<file path="config.mk">
export PLATFORM = sky130hd
export DESIGN_NAME = scu_store_cond
export DESIGN_NICKNAME = d
export VERILOG_FILES = /design/src/scu_pkg.sv /design/src/scu_store_cond.sv /design/src/scu_decode.sv /design/src/scu_link.sv
export VERILOG_INCLUDE_DIRS = /design/src
export SDC_FILE = /design/constraint.sdc
export NUM_CORES = 1
export LEC_CHECK = 0
export ABC_AREA = 0
export BUFFER_PORTS_ARGS = -buffer_cell sky130_fd_sc_hd__buf_2
export CORE_MARGIN = 2
export CORE_UTILIZATION = 25
export CTS_BUF_LIST = sky130_fd_sc_hd__clkbuf_2 sky130_fd_sc_hd__clkbuf_4 sky130_fd_sc_hd__clkbuf_8
export CTS_CLUSTER_DIAMETER = 50
export DETAILED_ROUTE_END_ITERATION = 7
export PLACE_DENSITY = 0.43
export SYNTH_ARGS = -nofsm -noshare
export SYNTH_HDL_FRONTEND = slang
export SYNTH_HIERARCHICAL = 1
export SYNTH_SLANG_ARGS = --single-unit
</file>
<file path="constraint.sdc">
create_clock -name core_clk -period 3 [get_ports core_clk]
set_clock_uncertainty 0.1 [all_clocks]
set_input_delay 0.15 -clock core_clk [delete_from_list [all_inputs] [get_ports core_clk]]
set_output_delay 0.15 -clock core_clk [all_outputs]
set_load 0.01 [all_outputs]
</file>
<file path="src/scu_cfg.svh">
// offsets, field positions and encodings for the store-conditional unit
`ifndef SCU_CFG_SVH
`define SCU_CFG_SVH
`define SCU_MAJOR 6'h18
`define SCU_SUB_PAIR 4'h9
`define SCU_SUB_USER 4'hA
`define SCU_FN_USER 3'h6
`define SCU_BLK_LSB 5
`define SCU_OFF_CFG 12'h000
`define SCU_OFF_STAT 12'h004
`define SCU_OFF_LADDR 12'h008
`define SCU_CFG_EXTVA 0
`define SCU_CFG_UCLINK 1
`define SCU_CFG_PAIRABS 2
`define SCU_CFG_RST 3'h1
`define SCU_PAIR_STEP 32'h0000_0004
`endif

</file>
<file path="src/scu_pkg.sv">
// types shared by the store-conditional unit
package scu_pkg;
    typedef enum logic [2:0] {
        EXC_NONE, EXC_ADDR, EXC_RI, EXC_CPU,
        EXC_TLB_REFILL, EXC_TLB_INVALID, EXC_TLB_MOD, EXC_WATCH
    } scu_exc_t;
    typedef enum {ST_IDLE, ST_XLATE, ST_WR_LO, ST_WR_HI, ST_MON} scu_state_t;
    typedef struct packed {
        logic isUser;
        logic isPaired;
        logic [4:0] srcIdx;
        logic [4:0] baseIdx;
        logic [4:0] hiIdx;
        logic [8:0] offset;
    } scu_dec_t;
    typedef struct packed {
        logic valid;
        logic [31:0] addr;
        logic [31:0] data;
        logic lock;
    } scu_wr_t;
    typedef struct packed {
        logic valid;
        logic [31:0] addr;
        logic [63:0] data;
        logic paired;
    } scu_mon_t;
    typedef struct packed {
        logic valid;
        logic we;
        logic [4:0] idx;
        logic [31:0] data;
        scu_exc_t exc;
    } scu_rslt_t;
endpackage

</file>
<file path="src/scu_store_cond.sv">
// store-conditional execution unit with apb configuration registers
// Operation
// user-word form adds sign-extended 9-bit offset to base register
// intact sequence writes memory first, then returns 1 in source register
// broken sequence leaves memory alone and returns 0
// user-word form with nonzero low two address bits raises address error
// coherent store by another agent to linked block makes it fail
// exception return between link and store makes it fail
// exception taken between link and store makes it fail
// local access or wide code region may succeed or fail freely
// software pairs each store with a load-linked to same address
// software keeps one consistent cached access type per location
// user-word form translates through user mapping in mixed segments
// user-word form exists only when extended addressing is enabled
// uncached sequences need the uncached-link enable, else they fail
// paired data is high word above source word
// paired form has no offset and must be double-word aligned
// paired write is two word writes held atomic together
// paired form fails on link address mismatch or clear link
// paired success depends on link flag and address only
// own loads to the linked block never break the sequence
// paired form exists only when paired-absent bit is zero
// paired encoding has subcode 1001 and high register in bits 8..4
// user-word form reports tlb, address, watch, ri, cpu faults
// uncached store never succeeds locally, monitor decides
// own uncached store to linked address breaks the sequence; the code does this only when the link itself was set uncached
// every completed store clears the link flag
//
// Added by the designer: the register offsets and the APB interface to the registers.
`timescale 1ns/10ps
`include "scu_cfg.svh"
module scu_store_cond (
    input wire logic core_clk,
    input wire logic rst_n,
    input wire logic psel,
    input wire logic penable,
    input wire logic pwrite,
    input wire logic [11:0] paddr,
    input wire logic [31:0] pwdata,
    output logic [31:0] prdata,
    output logic pready,
    output logic pslverr,
    input wire logic issueValid,
    input wire logic [31:0] instr,
    input wire logic [31:0] baseVal,
    input wire logic [31:0] srcVal,
    input wire logic [31:0] hiVal,
    input wire logic cpuUsable,
    output logic issueReady,
    output logic xlReq,
    output logic [31:0] xlVaddr,
    output logic xlUserMap,
    input wire logic xlAck,
    input wire logic [31:0] xlPaddr,
    input wire logic xlUncached,
    input wire scu_pkg::scu_exc_t xlExc,
    output scu_pkg::scu_wr_t memWr,
    input wire logic memAck,
    output scu_pkg::scu_mon_t monReq,
    input wire logic monAck,
    input wire logic monPass,
    input wire logic llSet,
    input wire logic [31:0] link_address,
    input wire logic llUncached,
    input wire logic snoopStore,
    input wire logic [31:0] snoopAddr,
    input wire logic eretExec,
    input wire logic excTaken,
    input wire logic ucStore,
    input wire logic [31:0] ucAddr,
    output logic linkValid,
    output scu_pkg::scu_rslt_t result
);
    scu_pkg::scu_state_t state_r;
    scu_pkg::scu_dec_t dec;
    logic [2:0] cfg_r;
    logic opPaired_r;
    logic [4:0] srcIdx_r;
    logic [31:0] loWord_r;
    logic [31:0] hiWord_r;
    logic [31:0] paddr_r;
    logic [31:0] linkAddr;
    logic linkUncached;

    scu_decode u_dec (
        .instr(instr),
        .dec(dec)
    );

    // configuration bits
    wire extVaEn = cfg_r[`SCU_CFG_EXTVA];
    wire ucLinkEn = cfg_r[`SCU_CFG_UCLINK];
    wire pairAbsent = cfg_r[`SCU_CFG_PAIRABS];

    // issue-time checks
    wire accept = issueValid && issueReady;
    wire [31:0] eaUser = {{23{dec.offset[8]}}, dec.offset} + baseVal;
    wire [31:0] ea = dec.isPaired ? baseVal : eaUser;
    wire misal = dec.isPaired ? (ea[2:0] != 3'h0) : (ea[1:0] != 2'h0);
    wire legal = (dec.isUser && extVaEn)
        || (dec.isPaired && !pairAbsent);
    wire scu_pkg::scu_exc_t issueExc = !legal ? scu_pkg::EXC_RI
        : (dec.isUser && !cpuUsable) ? scu_pkg::EXC_CPU
        : misal ? scu_pkg::EXC_ADDR
        : scu_pkg::EXC_NONE;

    // decision once the address is translated
    wire inXlate = state_r == scu_pkg::ST_XLATE;
    wire xlDone = inXlate && xlAck;
    wire addrOk = !opPaired_r
        || xlPaddr[31:3] == linkAddr[31:3];
    wire ucBad = xlUncached && !ucLinkEn;
    wire linkOk = linkValid && addrOk && !ucBad;
    wire goMon = linkOk && xlUncached;
    wire goWr = linkOk && !xlUncached;
    wire xlFault = xlExc != scu_pkg::EXC_NONE;

    // completion of one store-conditional
    wire finIssue = accept && issueExc != scu_pkg::EXC_NONE;
    wire finXl = xlDone && (xlFault || !(goWr || goMon));
    wire inLo = state_r == scu_pkg::ST_WR_LO;
    wire inHi = state_r == scu_pkg::ST_WR_HI;
    wire inMon = state_r == scu_pkg::ST_MON;
    wire finWr = memAck && ((inLo && !opPaired_r) || inHi);
    wire finMon = inMon && monAck;
    wire finish = finIssue || finXl || finWr || finMon;
    wire finOk = finWr || (finMon && monPass);
    wire scu_pkg::scu_exc_t finExc = finIssue ? issueExc
        : (finXl && xlFault) ? xlExc : scu_pkg::EXC_NONE;

    scu_link u_link (
        .core_clk(core_clk),
        .rst_n(rst_n),
        .llSet(llSet),
        .link_address(link_address),
        .llUncached(llUncached),
        .scClear(finish),
        .snoopStore(snoopStore),
        .snoopAddr(snoopAddr),
        .eretExec(eretExec),
        .excTaken(excTaken),
        .ucStore(ucStore),
        .ucAddr(ucAddr),
        .linkValid_r(linkValid),
        .linkAddr_r(linkAddr),
        .linkUncached_r(linkUncached)
    );

    // sequencer
    always_ff @(posedge core_clk or negedge rst_n) begin
        if (!rst_n) begin
            state_r <= scu_pkg::ST_IDLE;
        end else begin
            case (state_r)
                scu_pkg::ST_IDLE: begin
                    if (accept && !finIssue) begin
                        state_r <= scu_pkg::ST_XLATE;
                    end
                end
                scu_pkg::ST_XLATE: begin
                    if (xlDone && !finXl) begin
                        state_r <= goWr ? scu_pkg::ST_WR_LO
                            : scu_pkg::ST_MON;
                    end else if (finXl) begin
                        state_r <= scu_pkg::ST_IDLE;
                    end
                end
                scu_pkg::ST_WR_LO: begin
                    if (memAck) begin
                        state_r <= opPaired_r ? scu_pkg::ST_WR_HI
                            : scu_pkg::ST_IDLE;
                    end
                end
                scu_pkg::ST_WR_HI, scu_pkg::ST_MON: begin
                    if (finish) begin
                        state_r <= scu_pkg::ST_IDLE;
                    end
                end
                default: begin
                    state_r <= scu_pkg::ST_IDLE;
                end
            endcase
        end
    end

    // operands caught at issue and translation
    always_ff @(posedge core_clk or negedge rst_n) begin
        if (!rst_n) begin
            opPaired_r <= 1'b0;
            srcIdx_r <= 5'h0;
            loWord_r <= 32'h0;
            hiWord_r <= 32'h0;
            paddr_r <= 32'h0;
        end else begin
            if (accept) begin
                opPaired_r <= dec.isPaired;
                srcIdx_r <= dec.srcIdx;
                loWord_r <= srcVal;
                hiWord_r <= hiVal;
            end
            if (xlDone) begin
                paddr_r <= xlPaddr;
            end
        end
    end

    // translation request, user mapping for the user-word form
    always_ff @(posedge core_clk or negedge rst_n) begin
        if (!rst_n) begin
            xlReq <= 1'b0;
            xlVaddr <= 32'h0;
            xlUserMap <= 1'b0;
            issueReady <= 1'b0;
        end else begin
            issueReady <= (state_r == scu_pkg::ST_IDLE && !accept) || finish;
            if (accept && !finIssue) begin
                xlReq <= 1'b1;
                xlVaddr <= ea;
                xlUserMap <= dec.isUser;
            end else if (xlDone) begin
                xlReq <= 1'b0;
            end
        end
    end

    // memory writes, low word first, lock held across the pair
    always_ff @(posedge core_clk or negedge rst_n) begin
        if (!rst_n) begin
            memWr <= '0;
        end else if (xlDone && goWr && !xlFault) begin
            memWr <= {1'b1, xlPaddr, loWord_r, opPaired_r};
        end else if (inLo && memAck && opPaired_r) begin
            memWr <= {1'b1, paddr_r + `SCU_PAIR_STEP, hiWord_r, 1'b0};
        end else if (memAck) begin
            memWr.valid <= 1'b0;
        end
    end

    // uncached stores go to the external monitor
    always_ff @(posedge core_clk or negedge rst_n) begin
        if (!rst_n) begin
            monReq <= '0;
        end else if (xlDone && goMon && !xlFault) begin
            monReq <= {1'b1, xlPaddr, hiWord_r, loWord_r, opPaired_r};
        end else if (monAck) begin
            monReq.valid <= 1'b0;
        end
    end

    // writeback of the outcome, success bit in bit zero
    always_ff @(posedge core_clk or negedge rst_n) begin
        if (!rst_n) begin
            result <= '0;
        end else begin
            result.valid <= finish;
            result.we <= finExc == scu_pkg::EXC_NONE;
            result.idx <= finIssue ? dec.srcIdx : srcIdx_r;
            result.data <= {31'h0, finOk};
            result.exc <= finExc;
        end
    end

    // apb slave, zero wait states
    wire apbSetup = psel && !penable;
    wire apbWr = psel && penable && pready && pwrite;
    wire hitCfg = paddr == `SCU_OFF_CFG;
    wire hitStat = paddr == `SCU_OFF_STAT;
    wire hitLaddr = paddr == `SCU_OFF_LADDR;
    wire unmapped = !(hitCfg || hitStat || hitLaddr);
    wire busy = state_r != scu_pkg::ST_IDLE;
    wire [31:0] rdMux = hitCfg ? {29'h0, cfg_r}
        : hitStat ? {29'h0, busy, linkUncached, linkValid}
        : hitLaddr ? linkAddr : 32'h0;

    always_ff @(posedge core_clk or negedge rst_n) begin
        if (!rst_n) begin
            pready <= 1'b0;
            pslverr <= 1'b0;
            prdata <= 32'h0;
        end else begin
            pready <= apbSetup;
            pslverr <= apbSetup && unmapped;
            prdata <= apbSetup ? rdMux : 32'h0;
        end
    end

    always_ff @(posedge core_clk or negedge rst_n) begin
        if (!rst_n) begin
            cfg_r <= `SCU_CFG_RST;
        end else if (apbWr && hitCfg) begin
            cfg_r <= pwdata[2:0];
        end
    end
endmodule

</file>
<file path="src/scu_decode.sv">
// instruction field decoder for both store-conditional forms
`timescale 1ns/10ps
`include "scu_cfg.svh"
module scu_decode (
    input wire logic [31:0] instr,
    output scu_pkg::scu_dec_t dec
);
    wire major = instr[31:26] == `SCU_MAJOR;
    assign dec.isPaired = major && instr[15:12] == `SCU_SUB_PAIR
        && instr[11:9] == 3'h0 && instr[3:0] == 4'h0;
    assign dec.isUser = major && instr[15:12] == `SCU_SUB_USER
        && instr[11:9] == `SCU_FN_USER;
    assign dec.srcIdx = instr[25:21];
    assign dec.baseIdx = instr[20:16];
    assign dec.hiIdx = instr[8:4];
    assign dec.offset = instr[8:0];
endmodule

</file>
<file path="src/scu_link.sv">
// link flag and linked address tracker
`timescale 1ns/10ps
`include "scu_cfg.svh"
module scu_link (
    input wire logic core_clk,
    input wire logic rst_n,
    input wire logic llSet,
    input wire logic [31:0] link_address,
    input wire logic llUncached,
    input wire logic scClear,
    input wire logic snoopStore,
    input wire logic [31:0] snoopAddr,
    input wire logic eretExec,
    input wire logic excTaken,
    input wire logic ucStore,
    input wire logic [31:0] ucAddr,
    output logic linkValid_r,
    output logic [31:0] linkAddr_r,
    output logic linkUncached_r
);
    wire blkHit = snoopAddr[31:`SCU_BLK_LSB] == linkAddr_r[31:`SCU_BLK_LSB];
    wire ucHit = linkUncached_r && ucAddr[31:2] == linkAddr_r[31:2];
    // loads never kill the link, only these events do // R8 R19
    wire killLink = scClear
        || (snoopStore && blkHit)
        || eretExec
        || excTaken
        || (ucStore && ucHit);

    always_ff @(posedge core_clk or negedge rst_n) begin
        if (!rst_n) begin
            linkValid_r <= 1'b0;
            linkAddr_r <= 32'h0;
            linkUncached_r <= 1'b0;
        end else if (llSet) begin
            linkValid_r <= 1'b1;
            linkAddr_r <= link_address;
            linkUncached_r <= llUncached;
        end else if (killLink) begin
            linkValid_r <= 1'b0;
        end
    end
endmodule

</file>
== Word-level counts from Yosys, hierarchy flattened ==
Index checks and enable logic that the tools add are counted.
Storage, ports and cells
  register bits after elaboration: 415
  logic and storage cells: 170
Cells by class
  reductions and logical operators: 87
  multiplexer cells: 30
  equal/unequal tests: 21
  $add $sub $neg: 2
Operator list (number)
  2-to-1 mux 32 bit: 10
  one-hot mux 32 bit (4 select lines): 1
  equality test 32 x 2 -> 1 bit, second input constant: 3
  equality test 32 x 3 -> 1 bit, second input constant: 3
  2-to-1 mux 66 bit: 1
  2-to-1 mux 65 bit: 1
  logical NOT 32 bit: 2
  logical AND 1 bit: 40
  adder 32 x 3 -> 32 bit, second input constant: 1
  adder 32 bit: 1
  equality test 32 x 1 -> 1 bit, second input constant: 1
  equality test 32 x 4 -> 1 bit, second input constant: 1
  nonzero test 32 bit: 1
  equality test 30 bit: 1
  equality test 29 bit: 1
  equality test 27 bit: 1
  logical OR 1 bit: 16
  logical NOT 1 bit: 13
  equality test 12 x 3 -> 1 bit, second input constant: 1
  equality test 12 x 4 -> 1 bit, second input constant: 1
  logical NOT 12 bit: 1
  nonzero test 3 bit: 4
  2-to-1 mux 1 bit: 10
  nonzero test 2 bit: 5
  other kinds (12): 20

== Depth between registers and ports, before layout ==
  depth after elaboration: 21
  gate-level depth with buffers: 13

== Modules after synthesis ==
The synthesis kept the hierarchy.
Modules (own cells, without submodules)
  scu_store_cond: area an instance 16133.0 sq um, cells each 1438, seq. area each 8809.7 sq um, times used 1
  scu_link: area an instance 1886.8 sq um, cells each 150, seq. area each 850.8 sq um, times used 1
  scu_decode: area an instance 241.5 sq um, cells each 33, seq. area each 0.0 sq um, times used 1

== Worst setup path after synthesis ==
OpenSTA, ideal clock, no wires.
  path type: input port to flip-flop
  start point: input port instr[0]
  end point: register xlVaddr[30]
  slack: 0.274 ns
  arrival time: 2.498 ns
  stages on the path: 13
  path buffers: 1
  data required time: 2.772 ns
  path through: buf_4 ha_1 inv_1 fa_1 nand2b_1 a211oi_1 nor3_1 o211a_1 o41ai_4 a311oi_1 o21ai_0 xnor2_1 o21ai_0
On the way
  cells in the longest elaborated chain, start to end: 12
  elaborated cells on any way between the ends: 16
  classes of those cells: add/sub (1); mux (5); reduce/logical (10)
Ends and longest elaborated chain
  from (decl): RTL line scu_store_cond.sv:44  | input wire logic [31:0] instr,
  parallel branches: the longest is 12 deep, another holds adder 32 bit
  to (signal assigned): RTL line scu_store_cond.sv:211  | xlVaddr <= 32'h0;
  to (signal assigned): RTL line scu_store_cond.sv:218  | xlVaddr <= ea;
  to (decl): RTL line scu_store_cond.sv:51  | output logic [31:0] xlVaddr,
Parallel ways; which one is timed is not known.
A chain may end at the register's enable or synchronous reset.

== Final worst setup path ==
  start point: register u_link.linkAddr_r[22]
  end point: register u_link.linkValid_r
On the way
  cells in the longest elaborated chain, start to end: 17
  elaborated cells on any way between the ends: 23
  classes of those cells: eq/ne (3); reduce/logical (20)
Ends and longest elaborated chain
  from (decl): RTL line scu_link.sv:18  | output logic [31:0] linkAddr_r,
  from (signal assigned): RTL line scu_link.sv:37  | linkAddr_r <= link_address;
  equality test 29 bit: RTL line scu_store_cond.sv:111  | || xlPaddr[31:3] == linkAddr[31:3];
  logical OR 1 bit: RTL line scu_store_cond.sv:111
  logical AND 1 bit (2 in series): RTL line scu_store_cond.sv:113  | wire linkOk = linkValid && addrOk && !ucBad;
  logical AND 1 bit (on tied branches): RTL line scu_store_cond.sv:115, scu_store_cond.sv:114
  logical OR 1 bit: RTL line scu_store_cond.sv:120  | wire finXl = xlDone && (xlFault || !(goWr || goMon));
  logical NOT 1 bit: RTL line scu_store_cond.sv:120
  logical OR 1 bit: RTL line scu_store_cond.sv:120
  logical AND 1 bit: RTL line scu_store_cond.sv:120
  logical OR 1 bit (3 in series): RTL line scu_store_cond.sv:126  | wire finish = finIssue || finXl || finWr || finMon;
  logical OR 1 bit: RTL line scu_link.sv:25  | || (snoopStore && blkHit)
  logical OR 1 bit: RTL line scu_link.sv:26  | || eretExec
  logical OR 1 bit: RTL line scu_link.sv:27  | || excTaken
  logical OR 1 bit (*): RTL line scu_link.sv:28  | || (ucStore && ucHit);
  nonzero test 2 bit (no line) (*)
  to (signal assigned): RTL line scu_link.sv:32  | linkValid_r <= 1'b0;
  to (signal assigned): RTL line scu_link.sv:36  | linkValid_r <= 1'b1;
  to (signal assigned): RTL line scu_link.sv:40  | linkValid_r <= 1'b0;
  to (decl): RTL line scu_link.sv:17  | output logic linkValid_r,
Every way passes the cells marked *; elsewhere a longest branch is shown, timed or not.

==> summary.md <==
| Metric | Value |
|---|---|
| Post-Syn Instances | `1611` |
| DP Cell Count | `3067` |
| P_leak | `0.0131 uW` |
| Initial antenna violation count | `6` |
| Die area | `74900 sq um` |
| Clock Power Share | `31.1%` |
| Pwr Density | `712 nW/um^2` |
| VDD IR-drop max | `0.408 mV` |
| Crit Path Class | `reg -> reg` |
| Worst-Margin Slew | `996 ps` |
| Reg2reg start | `u_link/linkAddr_r[22]$_DFFE_PN0P_` |
| R2R cell count | `8` |
| Remaining global-route overflow | `0` |
| Hold Startpoint | `ucAddr[26]` |
| Hold slack | `3.40 ps` |
| Warnings, synthesis | `6` |
| Die Wd | `274 microns` |
| Max Cap Viol | `0` |
| HPWL Detailed | `49400 microns` |
| Clk buf depth | `3` |
| Total CTS buffers | `80` |
| Clk pin slew, worst setup/hold paths | `50 ps` |
| Sink Count | `386` |
| Mean Syn Cell Area | `11.3 sq um` |
| Routed WL | `67900 microns` |
| DR iter-0 viols | `676` |
| RD Place Congestion | `0.867` |
| Min Tclk post-route | `2930 ps` |
| Layout area overhead | `44.4%` |
| First-pass GRT wire length | `101000 microns` |
| Fmax | `0.341 GHz` |
| Crit path launch | `u_link/linkAddr_r[22]$_DFFE_PN0P_` |
| Final setup viols | `0` |
| Outcome | `finished, final reports clean` |
| Final Cell Area | `26300 sq um` |
| Rel. slew slack | `33.4%` |
| Worst Path Arrival | `3370 ps` |
| Residual DRC | `0` |
| Gr usage total | `17.7%` |
| Crit end category | `flip-flop` |
| Final period util | `97.6%` |
| Placed Instance Area | `22300 sq um` |
| Critical path required time | `3440 ps` |
| Logic pwr share | `26.7%` |
| Worst reg2reg path endpoint | `u_link/linkValid_r$_DFFE_PN0P_` |
| Die height | `274 microns` |
| Largest net degree at the start of global routing | `72` |
| Final Max Tran Viols | `0` |
| CTS root buf | `clkbuf_8` |
| Internal power | `12500 uW` |
| Final ANT Viol Nets | `0` |
| Total number of vias | `15500` |
| R2R Setup Slk | `70 ps` |
| Switch share | `33.0%` |
| Hold Crit Depth | `6` |
| Critical path startpoint category | `flip-flop` |
| Nets | `2778` |
| Share of post-route cells with drive strength above 1 | `38.9%` |
| CTS tree | `done` |
| Router iterations before antenna repair | `5` |
| Buffers on Ports | `524` |
| Final hold violation count | `0` |
| Row cnt | `98` |
| Initial core utilization | `25.4%` |
| Via density | `4.50` |
| Total I/O pin count | `597` |
| Hold crit path type | `in -> reg` |
| Critical Path Sink | `u_link/linkValid_r$_DFFE_PN0P_` |
| Core area | `71700 sq um` |
| Drt wl/cell | `19.8 microns` |
| Crit-path max FO | `4` |
| Post-route non-filler standard cell count | `3436` |
| Worst-Skew Late Latency | `670 ps` |
| Htree depth | `3` |
| Post-synthesis instance area | `18200 sq um` |
| Sequential Power Share | `42.2%` |
| Number of global-route vias before repair | `16500` |
| Sw power | `6160 uW` |
placed cells by master, fill, tap and decap left out, types with 18 or more instances in the layout:
| cell type | instances |
|---|---|
| mux2_1 | 18 |
| a21o_1 | 18 |
| nand2_1 | 229 |
| nand3_1 | 29 |
| xor2_1 | 68 |
| a22oi_1 | 52 |
| a21oi_1 | 59 |
| dlygate4sd3_1 | 214 |
| o21ai_0 | 45 |
| conb_1 | 31 |
| buf_2 | 523 |
| xnor2_1 | 71 |
| buf_4 | 61 |
| buf_12 | 18 |
| mux2_2 | 188 |
| clkbuf_4 | 19 |
| clkbuf_8 | 96 |
| nor2_1 | 60 |
| nand4_1 | 23 |
| ha_1 | 26 |
| and3_1 | 20 |
| dfrtp_1 | 381 |
| and2_1 | 33 |
layer usage:
layer / vias to the layer above / track usage [%] / share of wire, %
met5: - / 0 / 0.025
met4: 2 / 6.76 / 3.1
met3: 118 / 5.29 / 7.2
met2: 495 / 28.6 / 46
met1: 7627 / 22.3 / 43
li1: 7235 / - / -
state kept, by name (all words and copies together), names as in the netlist, 3 cells and up:
name,count
cfg_r,3
prdata,32
u_link/linkAddr_r,32
result,11
loWord_r,32
state_r,3
xlVaddr,32
srcIdx_r,5
hiWord_r,32
memWr,66
paddr_r,32
monReq,98
power groups by stage:
stage | registers [uW] | clock network (uW) | logic [uW]
floorplan | 8080 | 0 | 2350
global placement | 7920 | 0 | 4770
detailed placement | 7970 | 0 | 4820
CTS | 7920 | 6030 | 5050
global route | 8110 | 6270 | 5510
finish | 7900 | 5810 | 4990
repair_timing:
| action | 4_1_cts | 5_1_grt |
|---|---|---|
| hold endpoints to repair | 514 | 1 |
| buffers inserted | 0 | 11 |
| resized for setup | 1 | 22 |
| hold buffers | 210 | 4 |
| setup endpoints to repair | 4 | 63 |
| pin swaps | 0 | 10 |
worst max-delay path: stages (launching register included):
cell           delay, ps
dfrtp_2              430
buf_4                150
xnor2_1              210
nand4_1              140
dlygate4sd3_1        580
nor4_1               180
dlygate4sd3_1        610
nand3_2              140
a31o_1               250
area by class of cell:
cell class / instances / area [sq um]
tap: 950 / 1190
inverter: 17 / 63.8
multi-input combinational: 1122 / 8060
timing repair buffer: 817 / 5590
clock buffer: 115 / 1460
fill: 7287 / 45500
antenna: 6 / 15.0
clock inverter: 23 / 208
sequential: 386 / 9670
per-stage QoR:
| stage | TNS [ps] | util, % | total power, uW | worst slack [ps] |
|---|---|---|---|---|
| after floorplan | 0 | - | 10400 | 274 |
| after global placement | -66.1 | 31.1 | 12700 | -56.1 |
| after detailed placement | -23.7 | 31.1 | 12800 | -23.7 |
| after CTS | 0 | 36.3 | 19000 | 19.8 |
| after global routing | -13.1 | 36.6 | 19900 | -13.1 |
| final | 0 | 36.6 | 18700 | 70.7 |
worst min path at each step:
stage	end	slack, ps
global route	u_link/linkValid_r$_DFFE_PN0P_	0.2
detailed placement	loWord_r[0]$_DFFE_PN0P_	90
global placement	monReq[1]$_DFFE_PN0P_	90
finish	u_link/linkValid_r$_DFFE_PN0P_	3
CTS	xlVaddr[5]$_DFFE_PN0P_	5
floorplan	cfg_r[1]$_DFFE_PN0P_	-250
Note: power is estimated with default switching activity, not from simulation.
